### src/mcsos_defines.vh
`ifndef MCSOS_DEFINES_VH
`define MCSOS_DEFINES_VH

// register indices; byte address is four times the index
`define MCSOS_IDX_MAIN_CLOCK_MODE 16'hFFA1
`define MCSOS_IDX_MAIN_OSC_CONTROL 16'hFFA2
`define MCSOS_IDX_OSC_STABLE_STATUS 16'hFFA3
`define MCSOS_IDX_OSC_STABLE_SELECT 16'hFFA4

// reset values
`define MCSOS_RST_MAIN_CLOCK_MODE 8'h00
`define MCSOS_RST_MAIN_OSC_CONTROL 8'h80
`define MCSOS_RST_OSC_STABLE_STATUS 5'h00
`define MCSOS_RST_OSC_STABLE_SELECT 3'h5

// field positions
`define MCSOS_BIT_MAIN_SELECT 0
`define MCSOS_BIT_MAIN_SOURCE_STATUS 1
`define MCSOS_BIT_SOURCE_SELECT 2
`define MCSOS_BIT_CRYSTAL_HALT 7
`define MCSOS_SEL_MSB 2
`define MCSOS_STATUS_MSB 4

// wait select codes
`define MCSOS_CODE_W11 3'h1
`define MCSOS_CODE_W13 3'h2
`define MCSOS_CODE_W14 3'h3
`define MCSOS_CODE_W15 3'h4
`define MCSOS_CODE_W16 3'h5

// stage thresholds in crystal cycles
`define MCSOS_CNT_W 17
`define MCSOS_CNT_W11 17'h00800
`define MCSOS_CNT_W13 17'h02000
`define MCSOS_CNT_W14 17'h04000
`define MCSOS_CNT_W15 17'h08000
`define MCSOS_CNT_W16 17'h10000

`endif

### src/mcsos_pin_sync.v
`timescale 1ns/10ps
// three-stage pin synchroniser; level accepted once stages two and three agree
module mcsos_pin_sync
(
   // clock and reset
   input wire clk_i,
   input wire rst_i,
   // pin and result
   input wire pin_i,
   output reg level_o,
   output reg rise_o
);
   reg s1_r;
   reg s2_r;
   reg s3_r;

   always @(posedge clk_i)
   begin
      if (rst_i)
      begin
         s1_r <= 1'b0;
         s2_r <= 1'b0;
         s3_r <= 1'b0;
         level_o <= 1'b0;
         rise_o <= 1'b0;
      end
      else
      begin
         s1_r <= pin_i;
         s2_r <= s1_r;
         s3_r <= s2_r;
         rise_o <= 1'b0;
         if (s2_r == s3_r)
         begin
            level_o <= s3_r;
            rise_o <= s3_r & ~level_o;
         end
      end
   end
endmodule // mcsos_pin_sync

### src/mcsos_top.v
`timescale 1ns/10ps
`include "mcsos_defines.vh"
module mcsos_top
(
   // clock and reset
   input wire clk_i,
   input wire rst_i,
   // wishbone slave
   input wire cyc_i,
   input wire stb_i,
   input wire we_i,
   input wire [17:2] adr_i,
   input wire [3:0] sel_i,
   input wire [31:0] dat_i,
   output reg [31:0] dat_o,
   output reg ack_o,
   // crystal or external clock pin
   input wire crystal_clock_i,
   // standby control from the cpu
   input wire stop_exec_i,
   input wire stop_release_i,
   // clock control outputs
   output reg main_clk_sel_o,
   output reg periph_clk_sel_o,
   output reg crystal_enable_o,
   output reg cpu_hold_o,
   output reg in_stop_o
);
   // stage threshold for a wait code; prohibited codes act as the longest
   function [`MCSOS_CNT_W-1:0] wait_cycles;
      input [`MCSOS_SEL_MSB:0] code;
      begin
         case (code)
            `MCSOS_CODE_W11: wait_cycles = `MCSOS_CNT_W11;
            `MCSOS_CODE_W13: wait_cycles = `MCSOS_CNT_W13;
            `MCSOS_CODE_W14: wait_cycles = `MCSOS_CNT_W14;
            `MCSOS_CODE_W15: wait_cycles = `MCSOS_CNT_W15;
            default: wait_cycles = `MCSOS_CNT_W16;
         endcase
      end
   endfunction

   reg main_select_r;
   reg source_select_r;
   reg source_locked_r;
   reg main_source_status_r;
   reg crystal_halt_r;
   reg [`MCSOS_SEL_MSB:0] wait_select_r;
   reg [`MCSOS_STATUS_MSB:0] stable_status_r;
   reg [`MCSOS_CNT_W-1:0] count_r;
   reg [`MCSOS_CNT_W-1:0] count_nxt;
   reg [`MCSOS_STATUS_MSB:0] status_nxt;
   reg in_stop_r;
   reg hold_r;
   reg [7:0] rd_nxt;

   // reset words kept whole so single bits can be picked by position
   localparam [7:0] MODE_RST = `MCSOS_RST_MAIN_CLOCK_MODE;
   localparam [7:0] OSC_RST = `MCSOS_RST_MAIN_OSC_CONTROL;

   wire xtal_level;
   wire xtal_rise;
   wire req;
   wire wr;
   wire byte_wr;
   wire [`MCSOS_CNT_W-1:0] limit;
   wire at_limit;

   // crystal edges counted in the cpu domain; pin much slower than clk_i
   mcsos_pin_sync u_xtal_sync
   (
      .clk_i(clk_i),
      .rst_i(rst_i),
      .pin_i(crystal_clock_i),
      .level_o(xtal_level),
      .rise_o(xtal_rise)
   );

   assign req = cyc_i & stb_i & ~ack_o;
   assign wr = req & we_i;
   // 8-bit registers live in the low lane only
   assign byte_wr = wr & sel_i[0];
   assign limit = wait_cycles(wait_select_r);
   assign at_limit = (count_r >= limit);

   // wishbone answer: one wait state, ack for one cycle
   always @*
   begin
      rd_nxt = 8'h00;
      case (adr_i)
         `MCSOS_IDX_MAIN_CLOCK_MODE:
         begin
            rd_nxt[`MCSOS_BIT_MAIN_SELECT] = main_select_r;
            rd_nxt[`MCSOS_BIT_MAIN_SOURCE_STATUS] = main_source_status_r;
            rd_nxt[`MCSOS_BIT_SOURCE_SELECT] = source_select_r;
         end
         `MCSOS_IDX_MAIN_OSC_CONTROL:
            rd_nxt[`MCSOS_BIT_CRYSTAL_HALT] = crystal_halt_r;
         `MCSOS_IDX_OSC_STABLE_STATUS:
            rd_nxt[`MCSOS_STATUS_MSB:0] = stable_status_r;
         `MCSOS_IDX_OSC_STABLE_SELECT:
            rd_nxt[`MCSOS_SEL_MSB:0] = wait_select_r;
         default:
            rd_nxt = 8'h00;
      endcase
   end

   always @(posedge clk_i)
   begin
      if (rst_i)
      begin
         ack_o <= 1'b0;
         dat_o <= 32'h00000000;
      end
      else
      begin
         ack_o <= req;
         dat_o <= {24'h000000, rd_nxt};
      end
   end

   // software-written registers
   always @(posedge clk_i)
   begin
      if (rst_i)
      begin
         main_select_r <= MODE_RST[`MCSOS_BIT_MAIN_SELECT];
         source_select_r <= MODE_RST[`MCSOS_BIT_SOURCE_SELECT];
         source_locked_r <= 1'b0;
         crystal_halt_r <= OSC_RST[`MCSOS_BIT_CRYSTAL_HALT];
         wait_select_r <= `MCSOS_RST_OSC_STABLE_SELECT;
      end
      else if (byte_wr)
      begin
         case (adr_i)
            `MCSOS_IDX_MAIN_CLOCK_MODE:
            begin
               main_select_r <= dat_i[`MCSOS_BIT_MAIN_SELECT];
               // first change locks the bit until the next reset
               if (!source_locked_r &&
                   dat_i[`MCSOS_BIT_SOURCE_SELECT] != source_select_r)
               begin
                  source_select_r <= dat_i[`MCSOS_BIT_SOURCE_SELECT];
                  source_locked_r <= 1'b1;
               end
            end
            `MCSOS_IDX_MAIN_OSC_CONTROL:
               crystal_halt_r <= dat_i[`MCSOS_BIT_CRYSTAL_HALT];
            // no guard against writes mid-wait; software keeps off
            `MCSOS_IDX_OSC_STABLE_SELECT:
               wait_select_r <= dat_i[`MCSOS_SEL_MSB:0];
            default:
               main_select_r <= main_select_r;
         endcase
      end
   end

   // stabilisation counter and sticky stages
   always @*
   begin
      count_nxt = count_r;
      status_nxt = stable_status_r;
      if (crystal_halt_r || stop_exec_i)
      begin
         count_nxt = {`MCSOS_CNT_W{1'b0}};
         status_nxt = `MCSOS_RST_OSC_STABLE_STATUS;
      end
      else
      begin
         // only synchronised crystal edges advance it; idle pin adds nothing
         if (xtal_rise && !in_stop_r && !at_limit)
            count_nxt = count_r + 1'b1;
         // stage a at bit 4 down to stage e at bit 0; bits stay set
         if (count_nxt >= `MCSOS_CNT_W11 && limit >= `MCSOS_CNT_W11)
            status_nxt[4] = 1'b1;
         if (count_nxt >= `MCSOS_CNT_W13 && limit >= `MCSOS_CNT_W13)
            status_nxt[3] = 1'b1;
         if (count_nxt >= `MCSOS_CNT_W14 && limit >= `MCSOS_CNT_W14)
            status_nxt[2] = 1'b1;
         if (count_nxt >= `MCSOS_CNT_W15 && limit >= `MCSOS_CNT_W15)
            status_nxt[1] = 1'b1;
         if (count_nxt >= `MCSOS_CNT_W16 && limit >= `MCSOS_CNT_W16)
            status_nxt[0] = 1'b1;
      end
   end

   always @(posedge clk_i)
   begin
      if (rst_i)
      begin
         count_r <= {`MCSOS_CNT_W{1'b0}};
         stable_status_r <= `MCSOS_RST_OSC_STABLE_STATUS;
         in_stop_r <= 1'b0;
         hold_r <= 1'b0;
      end
      else
      begin
         count_r <= count_nxt;
         stable_status_r <= status_nxt;
         if (stop_exec_i)
            in_stop_r <= 1'b1;
         else if (stop_release_i)
            in_stop_r <= 1'b0;
         // cpu on crystal waits out the full selected time
         if (stop_release_i && in_stop_r && main_source_status_r)
            hold_r <= 1'b1;
         else if (hold_r && at_limit)
            hold_r <= 1'b0;
      end
   end

   // clock selects; watchdog and slow or external clocked units are
   // fed outside this block and ignore these selects
   always @(posedge clk_i)
   begin
      if (rst_i)
      begin
         main_source_status_r <= 1'b0;
         main_clk_sel_o <= 1'b0;
         periph_clk_sel_o <= 1'b0;
         crystal_enable_o <= 1'b0;
         cpu_hold_o <= 1'b0;
         in_stop_o <= 1'b0;
      end
      else
      begin
         main_source_status_r <= source_select_r & main_select_r;
         main_clk_sel_o <= source_select_r & main_select_r;
         periph_clk_sel_o <= source_select_r;
         crystal_enable_o <= ~crystal_halt_r & ~in_stop_r;
         cpu_hold_o <= hold_r;
         in_stop_o <= in_stop_r;
      end
   end
endmodule // mcsos_top

### config.mk
export PLATFORM = sky130hd
export DESIGN_NAME = mcsos_top
export DESIGN_NICKNAME = d
export VERILOG_FILES = /design/src/mcsos_pin_sync.v /design/src/mcsos_top.v
export VERILOG_INCLUDE_DIRS = /design/src
export SDC_FILE = /design/constraint.sdc
export NUM_CORES = 1
export LEC_CHECK = 0
export BUFFER_PORTS_ARGS = -buffer_cell sky130_fd_sc_hd__buf_4
export CORE_MARGIN = 2
export CORE_UTILIZATION = 48
export CTS_CLUSTER_SIZE = 25
export DETAILED_ROUTE_END_ITERATION = 10
export PLACE_DENSITY = 0.83
export SLEW_MARGIN = 0
export SYNTH_ARGS = -nofsm -noshare
export SYNTH_HDL_FRONTEND = slang
export SYNTH_SLANG_ARGS = --single-unit
### constraint.sdc
create_clock -name clk_i -period 3.9 [get_ports clk_i]
set_clock_uncertainty 0.1 [all_clocks]
set_input_delay 0.195 -clock clk_i [delete_from_list [all_inputs] [get_ports clk_i]]
set_output_delay 0.195 -clock clk_i [all_outputs]
set_load 0.01 [all_outputs]
==> flow_summary.toml, run 1 <==
[run_status]
outcome = "complete, no violations"

[finish]
diodes = 0
fin_util = 0.5864
stdcell_count = 390
area_growth_pct = 15.92
layout.nets = 389
drive_above_1_share = 0.1703

[routing]
viasPerCell = 5.110
vias = 1993
antenna_left = 0
drc = 0
wl_per_cell_um = 12.35
drt-total-wl_mm = 4.817
first_pass_iters = 4
drt_iter0_drc = 105

[synth]
yosys-top-cells-count = "48 x dfxtp_1, 37 x nor2_1, 26 x buf_4"
synth_most_common_cell = "dfxtp_1"
ys_ff_latch = 48
synthXorXnorAreaFrac = 0.06873
synth_top_area_frac = 0.3969
async_reset_ff_frac = 0
synth_fa_ha_area_frac = 0.03618
synth_top_family_by_area = "simple AND/OR/NAND/NOR gates"
synth.avg_cell_area_um2 = 8.555
syn-instance-count = 283
synth_compound_area_frac = 0.1008
synth_ff_type = "dfxtp_1"
ys_warn_count = 0
synth_area_leaders = "dfxtp_1 40%, buf_4 8.1%, nor2_1 5.7%"
synth-simple-area-share = 0.2605
synth_top_cell_by_area = "dfxtp_1"
synth.distinct_cells = 50
synth_area_um2 = 2421
yosys-mux-area-fraction = 0.02119
synth_edf_count = 0
ys_seq_area_frac = 0.3969

[worst_setup_path]
worstPathRequired_ns = 3.95
cp.arrival_ns = 3.25
end_kind = "flop"
worst_setup_path_start_kind = "flop"
crit_fanout = 6
worstSetupPathType = "flop to flop"

[floorplan]
io_pins = 98
core_um2 = 4786
dieWidth_um = 75.02
die_area_um2 = 5628
start_util = 0.5059
die_h_um = 75.02
rows = 25

[run]
maxCapViolations = 0

[cts]
cts-root-buf = "clkbuf_8"
cts_resized = 0
clock_latency_ns = 0.31
clk_pin_slew_ns = 0.09
cts.htree.levels = 2
postCtsSetupBuffers = 0
numCtsBuffers = 5
clkSinkCount = 48
cts_max_path_buffers = 2
cts_tree = "yes"

[sta]
fin_tns_setup_ns = 0
period_share = 0.8197
final.min_clock_period_ns = 3.197
max-slew-margin-rel = 0.5649
rsz0062_at_grt = "false"
tightest_slew_ns = 0.6526
slew_viol_final = 0
final-setup-viol-count = 0
hold_viol = 0
max_freq_mhz = 312.8

[pwr]
pwr-share-seq = 0.533
p_leak_nw = 1.144
p_comb_frac = 0.059
ir_worst_vdd_mv = 0.1898
p_switching_w = 0.0001997
pwr-share-clk = 0.408
p_sw_frac = 0.2155
p_int_w = 0.0007272
p_per_area_nw_per_um2 = 330.3

[place]
dp_hpwl_mm = 3.468
dp_cells = 381
gp_congestion = 0.8524
io_buffers = 40

[grt]
grt_pass1_wl_mm = 7.638
grt_pass1_vias = 1753
antenna_found_initial = 0
grt-ovfl-total = 0
track_usage = 0.1748
grt_max_degree = 22

[min_path]
hp-class = "primary input to flop"
-- layer usage --
| layer | GRT usage | up-vias | share of wire |
|---|---|---|---|
| li1 | - | 1009 | - |
| met1 | 0.2348 | 920 | 0.46 |
| met2 | 0.2836 | 57 | 0.48 |
| met3 | 0.02410 | 7 | 0.038 |
| met4 | 0.07143 | 0 | 0.017 |
| met5 | 0 | - | 0 |
-- layout by cell type, fill, tap and decap left out, types with 7 or more instances in the layout --
cell type   n
ha_1        7
nand4_1     9
nor2_1     37
and3_1      7
nor2b_1     9
buf_4      41
nand2_1    16
a21oi_1     9
dfxtp_1    48
xor2_1     13
conb_1     26
nand3_1    10
nor3_1      8
inv_1      12
-- critical path, stage by stage, from the launching register on --
cell and delay (ns):
dfxtp_1 0.45, or3b_2 0.51, inv_1 0.08, ha_1 0.22, nor4bb_1 0.14, a311o_1 0.33, a2111o_1 0.51, or3_1 0.41
a21boi_1 0.16, a41oi_1 0.12
-- path summary, 6_finish.rpt --
| check | start | cells after the start | slack (ns) | to |
|---|---|---|---|---|
| worst max-delay path | wait_select_r[0]$_SDFFE_PP1P_ | 9 | 0.70 | stable_status_r[4]$_SDFFE_PP0P_ |
| worst min register to register | u_xtal_sync.s1_r$_SDFF_PP0_ | 1 | 0.35 | u_xtal_sync.s2_r$_SDFF_PP0_ |
| worst max register to register | wait_select_r[0]$_SDFFE_PP1P_ | 9 | 0.70 | stable_status_r[4]$_SDFFE_PP0P_ |
| worst min-delay path | dat_i[7] | 3 | 0.004 | crystal_halt_r$_SDFFE_PP1P_ |
-- state kept, by name (all words and copies together) (netlist names), 3 cells and up --
| name | flops |
|---|---|
| count_r | 17 |
| dat_o | 6 |
| stable_status_r | 5 |
| wait_select_r | 3 |
-- stage by stage --
stage	area (um^2)	hold WS (ns)	setup WS [ns]	total power, W
detailed placement	2675	0.3133	0.7545	0.0005579
CTS	2806	0.001212	0.7056	0.0009292
global placement	2675	0.3075	0.7725	0.0005571
floorplan	2515	0.1744	0.9058	0.0005508
finish	2806	0.004227	0.7032	0.0009270
global route	2806	0.01703	0.5474	0.0009524
-- what timing repair did --
action                                  CTS  global route
hold buffers                              1             0
endpoints found under the setup margin    0             0
hold endpoints to repair                  1             0
-- cells by family (layout without fill, tap and decap cells) --
family,count (synthesis),after routing
other cells,1,26
mux,5,5
fa+ha+maj,7,7
xor+xnor,19,19
flops,48,48
simple gates,120,120
compound gates,36,36
buf+inv,47,62
-- power by group through the flow --
stage | Sequential, W | Clock (W) | Combinational [W]
5_1_grt | 0.000495 | 0.000397 | 0.0000603
2_1_floorplan | 0.000506 | 0 | 0.0000452
4_1_cts | 0.000494 | 0.000382 | 0.0000536
3_3_place_gp | 0.000505 | 0 | 0.0000516
6_report | 0.000494 | 0.000378 | 0.0000545
3_5_place_dp | 0.000506 | 0 | 0.0000523
-- area by class of cell --
cell class / count / area, um^2
fillers: 457 / 1979
repair buffers: 42 / 317.8
inverters: 12 / 45.04
flip-flops and latches: 48 / 960.9
multi-input cells: 213 / 1277
clock buffers: 6 / 82.58
well taps: 67 / 83.83
clock inverters: 2 / 38.79
No activity file was read; power rests on OpenSTA's default activity.
==> inputs of run 2 (changes only) <==
==> constraint.sdc (replaced) <==
create_clock -name clk_i -period 3.1 [get_ports clk_i]
set_clock_uncertainty 0.1 [all_clocks]
set_input_delay 0.155 -clock clk_i [delete_from_list [all_inputs] [get_ports clk_i]]
set_output_delay 0.155 -clock clk_i [all_outputs]
set_load 0.01 [all_outputs]
==> run 2 against run 1 <==
Net effect: combinational power grew 34%; clock-buffer cell count did not move; hold slack improved by 0.0026 ns; design area rose by 3.0%; largest cell class unchanged; largest power group unchanged; highest routed layer unchanged.
==> flow_summary.toml, run 2 (synthesized netlist as in run 1, its figures left out) <==
[grt]
grt_pass1_vias = 1859
antenna_found_initial = 0
grt-ovfl-total = 0
grt_pass1_wl_mm = 8.066
grt_max_degree = 22
track_usage = 0.1870

[floorplan]
dieWidth_um = 75.02
die_area_um2 = 5628
io_pins = 98
start_util = 0.5059
rows = 25
die_h_um = 75.02
core_um2 = 4786

[sta]
max-slew-margin-rel = 0.5535
fin_tns_setup_ns = 0
fin_ws_ns = 0.04665
max_freq_mhz = 327.5
tightest_slew_ns = 0.6647
final-setup-viol-count = 0
slew_viol_final = 0
final.min_clock_period_ns = 3.053
hold_viol = 0
period_share = 0.9850

[worst_setup_path]
end_kind = "flop"
path_cells = "or3b_2 > inv_1 > ha_1 > nor4bb_1 > a311o_1 > a2111oi_1 > xnor2_1 > a21boi_2 > a41oi_1"
worst_setup_path_start_kind = "flop"
worstSetupPathType = "flop to flop"
path_buf_inv = 1
slowest_delay_ns = 0.61
worstPathRequired_ns = 3.15
cpMaxStageDelayCell = "a2111oi_1"
reg2reg_slack_ns = 0.05
crit_fanout = 5
cp.arrival_ns = 3.11
cpLargestDelayFamily = "compound AO/OA/AOI/OAI gates"

[routing]
drc = 0
drt-total-wl_mm = 5.120
viasPerCell = 5.060
wl_met3_um = 232
drt_iter0_drc = 122
vias = 2029
highest_layer = "met4"
wl_per_cell_um = 12.77
first_pass_iters = 4
wl_met2_mm = 2.453
antenna_left = 0
drt-met1-wl_mm = 2.328

[run]
maxCapViolations = 0

[finish]
largest_reg_flops = 17
layout_common_cells = "48 x dfxtp_1, 48 x buf_4, 37 x nor2_1"
drive_above_1_share = 0.1946
top_register = "count_r"
diodes = 0
reg.largest.list = "count_r: 17 flops, dat_o: 6 flops, stable_status_r: 5 flops"
layout.nets = 400
num-fill-cells = 419
stdcell_count = 401
area_growth_pct = 19.38
fin_util = 0.6039

[place]
dp_hpwl_mm = 3.646
dp_cells = 387
dp_slack_ns = 0.1089
gp_congestion = 0.8639
io_buffers = 40

[cts]
cts_max_path_buffers = 2
clk_pin_slew_ns = 0.09
clock_latency_ns = 0.31
numCtsBuffers = 5
cts_tree = "yes"
clkSinkCount = 48
cts.htree.levels = 2
cts-root-buf = "clkbuf_8"

[run_status]
outcome = "complete, no violations"

[pwr]
p_leak_nw = 1.178
p_per_area_nw_per_um2 = 375.9
ir_worst_vdd_mv = 0.2364

[min_path]
hp-class = "primary input to flop"
==> run 2: cell count changes in the layout (fill, tap and decap cells not counted), sizes merged <==
cell | previous run | this run
bufinv | 1 | 0
buf | 41 | 48
clkinv | 1 | 0
dlygate4sd3 | 1 | 5
clkinvlp | 0 | 2
==> run 2: worst reg2reg max path, cell delays in order (launching register included) <==
cell and delay, ns:
dfxtp_1 0.31, or3b_2 0.51, inv_1 0.09, ha_1 0.21, nor4bb_1 0.13, a311o_1 0.41
a2111oi_1 0.61, xnor2_1 0.22, a21boi_2 0.19, a41oi_1 0.12
==> run 2: power by group <==
| part | total (W) | switching, W | leakage [nW] | internal (W) |
|---|---|---|---|---|
| combinational | 0.0000728 | 0.0000380 | 0.747 | 0.0000349 |
| sequential | 0.000622 | 0.00000199 | 0.388 | 0.000620 |
| clock | 0.000392 | 0.000212 | 0.0434 | 0.000181 |
==> run 2: path summary, 6_finish.rpt <==
kind                                  from                              end  depth (start not counted)
max          wait_select_r[2]$_SDFFE_PP1P_  stable_status_r[4]$_SDFFE_PP0P_                          9
min reg2reg    u_xtal_sync.s1_r$_SDFF_PP0_      u_xtal_sync.s2_r$_SDFF_PP0_                          1
max reg2reg  wait_select_r[2]$_SDFFE_PP1P_  stable_status_r[4]$_SDFFE_PP0P_                          9
min                               dat_i[2]     source_select_r$_SDFFE_PP0P_                          3
==> run 2: layout make-up <==
type | instances | area [um^2] | share of cell area
flip-flops and latches | 48 | 960.9 | 0.3325
inverters | 12 | 45.04 | 0.01558
clock buffers | 6 | 82.58 | 0.02857
clock inverters | 2 | 15.01 | 0.005195
repair buffers | 53 | 410.4 | 0.1420
well taps | 67 | 83.83 | 0.02900
multi-input cells | 213 | 1292 | 0.4472
==> run 2: metrics by stage <==
step,hold slack [ns],power [W],instance area [um^2]
2_1_floorplan,0.1344,0.0006930,2515
3_3_place_gp,0.2634,0.0007006,2720
3_5_place_dp,0.2858,0.0007019,2720
4_1_cts,0.0001127,0.001096,2858
5_1_grt,0.04838,0.001128,2890
6_report,0.006789,0.001087,2890
==> run 2: metal layers <==
metal	vias to the layer above	GRT usage
met3	9	0.02945
met1	936	0.2429
met4	0	0.09921
li1	1029	-
met2	55	0.2992
met5	-	0
==> run 2: timing repair <==
item | CTS | global route
hold buffers | 4 | 1
buffers inserted | 0 | 1
hold endpoints to repair | 4 | 1
setup endpoints to repair | 0 | 10
resized for setup | 0 | 4
==> inputs of run 3 (changes only) <==
--- a/config.mk
+++ b/config.mk
@@ -6,13 +6,15 @@
 export SDC_FILE = /design/constraint.sdc
 export NUM_CORES = 1
 export LEC_CHECK = 0
+export ABC_CLOCK_PERIOD_IN_PS = 3100
 export BUFFER_PORTS_ARGS = -buffer_cell sky130_fd_sc_hd__buf_4
 export CORE_MARGIN = 2
 export CORE_UTILIZATION = 48
 export CTS_CLUSTER_SIZE = 25
 export DETAILED_ROUTE_END_ITERATION = 10
-export PLACE_DENSITY = 0.83
+export PLACE_DENSITY = 0.84
 export SLEW_MARGIN = 0
 export SYNTH_ARGS = -nofsm -noshare
 export SYNTH_HDL_FRONTEND = slang
+export SYNTH_HIERARCHICAL = 1
 export SYNTH_SLANG_ARGS = --single-unit
==> run 3 against run 2 <==
Net effect: final cell count is 1.7% lower; largest power group unchanged; die area is 0.98% lower; via count is 3.3% lower; critical path type unchanged; global-route usage is 0.49 points lower; sequential share of layout area is 0.10 points lower; clock power is 57% higher; combinational power is 2.7% higher; maximum frequency is 7.8% higher.
==> flow_summary.toml, run 3 <==
[synth]
synth_compound_area_frac = 0.1107
synth_ff_type = "dfxtp_1"
synth-simple-area-share = 0.2689
synth_edf_count = 0
synth.distinct_cells = 47
synth_top_family_by_area = "simple AND/OR/NAND/NOR gates"
syn-instance-count = 278
synth_area_um2 = 2396
synthXorXnorAreaFrac = 0.05117
yosys-mux-area-fraction = 0.01253
synth_top_area_frac = 0.4010
ys_ff_latch = 48
ys_seq_area_frac = 0.4010
synth_most_common_cell = "dfxtp_1"
synth.avg_cell_area_um2 = 8.619
synth_area_leaders = "dfxtp_1 40%, buf_4 8.1%, nor2_1 5.2%"
ys_warn_count = 6
async_reset_ff_frac = 0
synth_top_cell_by_area = "dfxtp_1"
yosys-top-cells-count = "48 x dfxtp_1, 33 x nor2_1, 26 x buf_4"
synth_fa_ha_area_frac = 0.03655

[place]
dp_slack_ns = 0.2935
placed_area_um2 = 2660
dp_cells = 378
dp_hpwl_mm = 3.407
io_buffers = 40
gp_congestion = 0.8833

[finish]
drive_above_1_share = 0.1743
final_common_cell = "dfxtp_1"
layout_common_cells = "48 x dfxtp_1, 41 x buf_4, 33 x nor2_1"
num-fill-cells = 400
layout.nets = 393
stdcell_count = 394
reg.largest.list = "count_r: 17 flops, dat_o: 6 flops, stable_status_r: 5 flops"
diodes = 0
top_register = "count_r"
largest_reg_flops = 17
final_cell_area_um2 = 2899
area_growth_pct = 20.99

[floorplan]
core_um2 = 4755
io_pins = 98
rows = 25
dieWidth_um = 74.65
die_area_um2 = 5573
start_util = 0.5039
die_h_um = 74.65

[grt]
antenna_found_initial = 0
grt-ovfl-total = 0
track_usage = 0.1821
grt_pass1_wl_mm = 7.728
grt_max_degree = 23
grt_pass1_vias = 1716

[sta]
timing.hold.ws_ns = 0.005131
max_freq_mhz = 353.2
max-slew-margin-rel = 0.5721
rsz0062_at_grt = "false"
final-setup-viol-count = 0
period_share = 0.9134
tightest_slew_ns = 0.6419
slew_viol_final = 0
final.min_clock_period_ns = 2.831
hold_viol = 0
fin_ws_ns = 0.2686
fin_tns_setup_ns = 0

[worst_setup_path]
end_kind = "flop"
worstPathRequired_ns = 3.18
cp.arrival_ns = 2.91
crit_fanout = 13
worstSetupPathType = "flop to flop"
worst_setup_path_start_kind = "flop"

[cts]
cts-root-buf = "clkbuf_8"
cts_tree = "yes"
clk_pin_slew_ns = 0.09
postCtsSetupBuffers = 0
cts_max_path_buffers = 2
clock_latency_ns = 0.31
numCtsBuffers = 5
clkSinkCount = 48
cts.htree.levels = 2

[run_status]
outcome = "complete, no violations"

[pwr]
ir_worst_vdd_mv = 0.3532
p_per_area_nw_per_um2 = 452.1
p_leak_nw = 1.166

[run]
maxCapViolations = 0

[routing]
antenna_left = 0
drc = 0
first_pass_iters = 4
drt-total-wl_mm = 4.823
wl_per_cell_um = 12.24
drt_iter0_drc = 77
vias = 1962
viasPerCell = 4.980

[min_path]
hp-class = "primary input to flop"
-- run 3: cell count changes in the layout (fill, tap and decap cells not counted), moves of 3 or more --
| cell | previous run | this run |
|---|---|---|
| xor2_1 | 13 | 4 |
| buf_4 | 48 | 41 |
| nor4_1 | 2 | 9 |
| nand3_1 | 10 | 5 |
| or3_1 | 1 | 6 |
| a21oi_1 | 9 | 13 |
| and4_1 | 4 | 0 |
| nor2_1 | 37 | 33 |
| xnor2_1 | 6 | 10 |
| bufinv_16 | 0 | 3 |
| dlygate4sd3_1 | 5 | 8 |
| inv_1 | 12 | 15 |
| o21a_1 | 0 | 3 |
-- run 3: area by class of cell --
| cell class | instances | area (um^2) | area share |
|---|---|---|---|
| inverters | 16 | 60.06 | 0.02072 |
| flip-flops and latches | 48 | 960.9 | 0.3315 |
| clock buffers | 5 | 68.82 | 0.02374 |
| repair buffers | 49 | 387.9 | 0.1338 |
| well taps | 67 | 83.83 | 0.02892 |
| clock inverters | 3 | 90.09 | 0.03107 |
| multi-input cells | 206 | 1247 | 0.4303 |
-- run 3: critical path, stage by stage (launching register included) --
cell,delay [ns]
dfxtp_1,0.41
or3b_2,0.49
ha_1,0.21
a211o_1,0.29
a21oi_1,0.32
o2111ai_1,0.17
buf_4,0.21
or3_1,0.32
xor2_1,0.14
nor2_1,0.05
-- run 3: final timing paths --
kind	from	to	slack (ns)	cells past startpoint
setup / recovery	wait_select_r[1]$_SDFFE_PP0P_	count_r[5]$_SDFF_PP0_	0.27	9
hold / removal	stop_release_i	hold_r$_SDFFE_PP0P_	0.005	2
setup reg to reg	wait_select_r[1]$_SDFFE_PP0P_	count_r[5]$_SDFF_PP0_	0.27	9
hold reg to reg	ack_o$_SDFF_PP0_	ack_o$_SDFF_PP0_	0.35	1
-- run 3: kinds of logic after synthesis --
logic type	after synthesis
xor+xnor	14
flops	48
other cells	1
simple gates	116
fa+ha+maj	7
compound gates	40
mux	3
buf+inv	49
-- run 3: metal layers --
layer	part of all wire	routed length [um]	global-route usage	vias up
li1	-	-	-	1008
met1	0.43	2080	0.2235	881
met2	0.50	2415	0.3137	67
met3	0.053	257	0.04150	6
met4	0.015	70	0.06548	0
met5	0	0	0	-
-- run 3: timing repair --
item,4_1_cts,5_1_grt
endpoints found under the setup margin,0,0
hold buffers,8,0
gates resized for setup,0,0
endpoints found under the hold margin,6,0
-- run 3: stage by stage --
step                      power (W)  utilization
after floorplan           0.0006916            -
after global placement    0.0007011       0.5595
final                      0.001311       0.6097
after global routing       0.001348       0.6097
after detailed placement  0.0007023       0.5595
after CTS                  0.001313       0.6097
-- run 3: power breakdown --
part | switching (W) | internal, W | total, W | leakage (nW)
clock network | 0.000211 | 0.000403 | 0.000614 | 0.0784
logic | 0.0000382 | 0.0000366 | 0.0000748 | 0.700
registers | 0.00000210 | 0.000620 | 0.000622 | 0.388
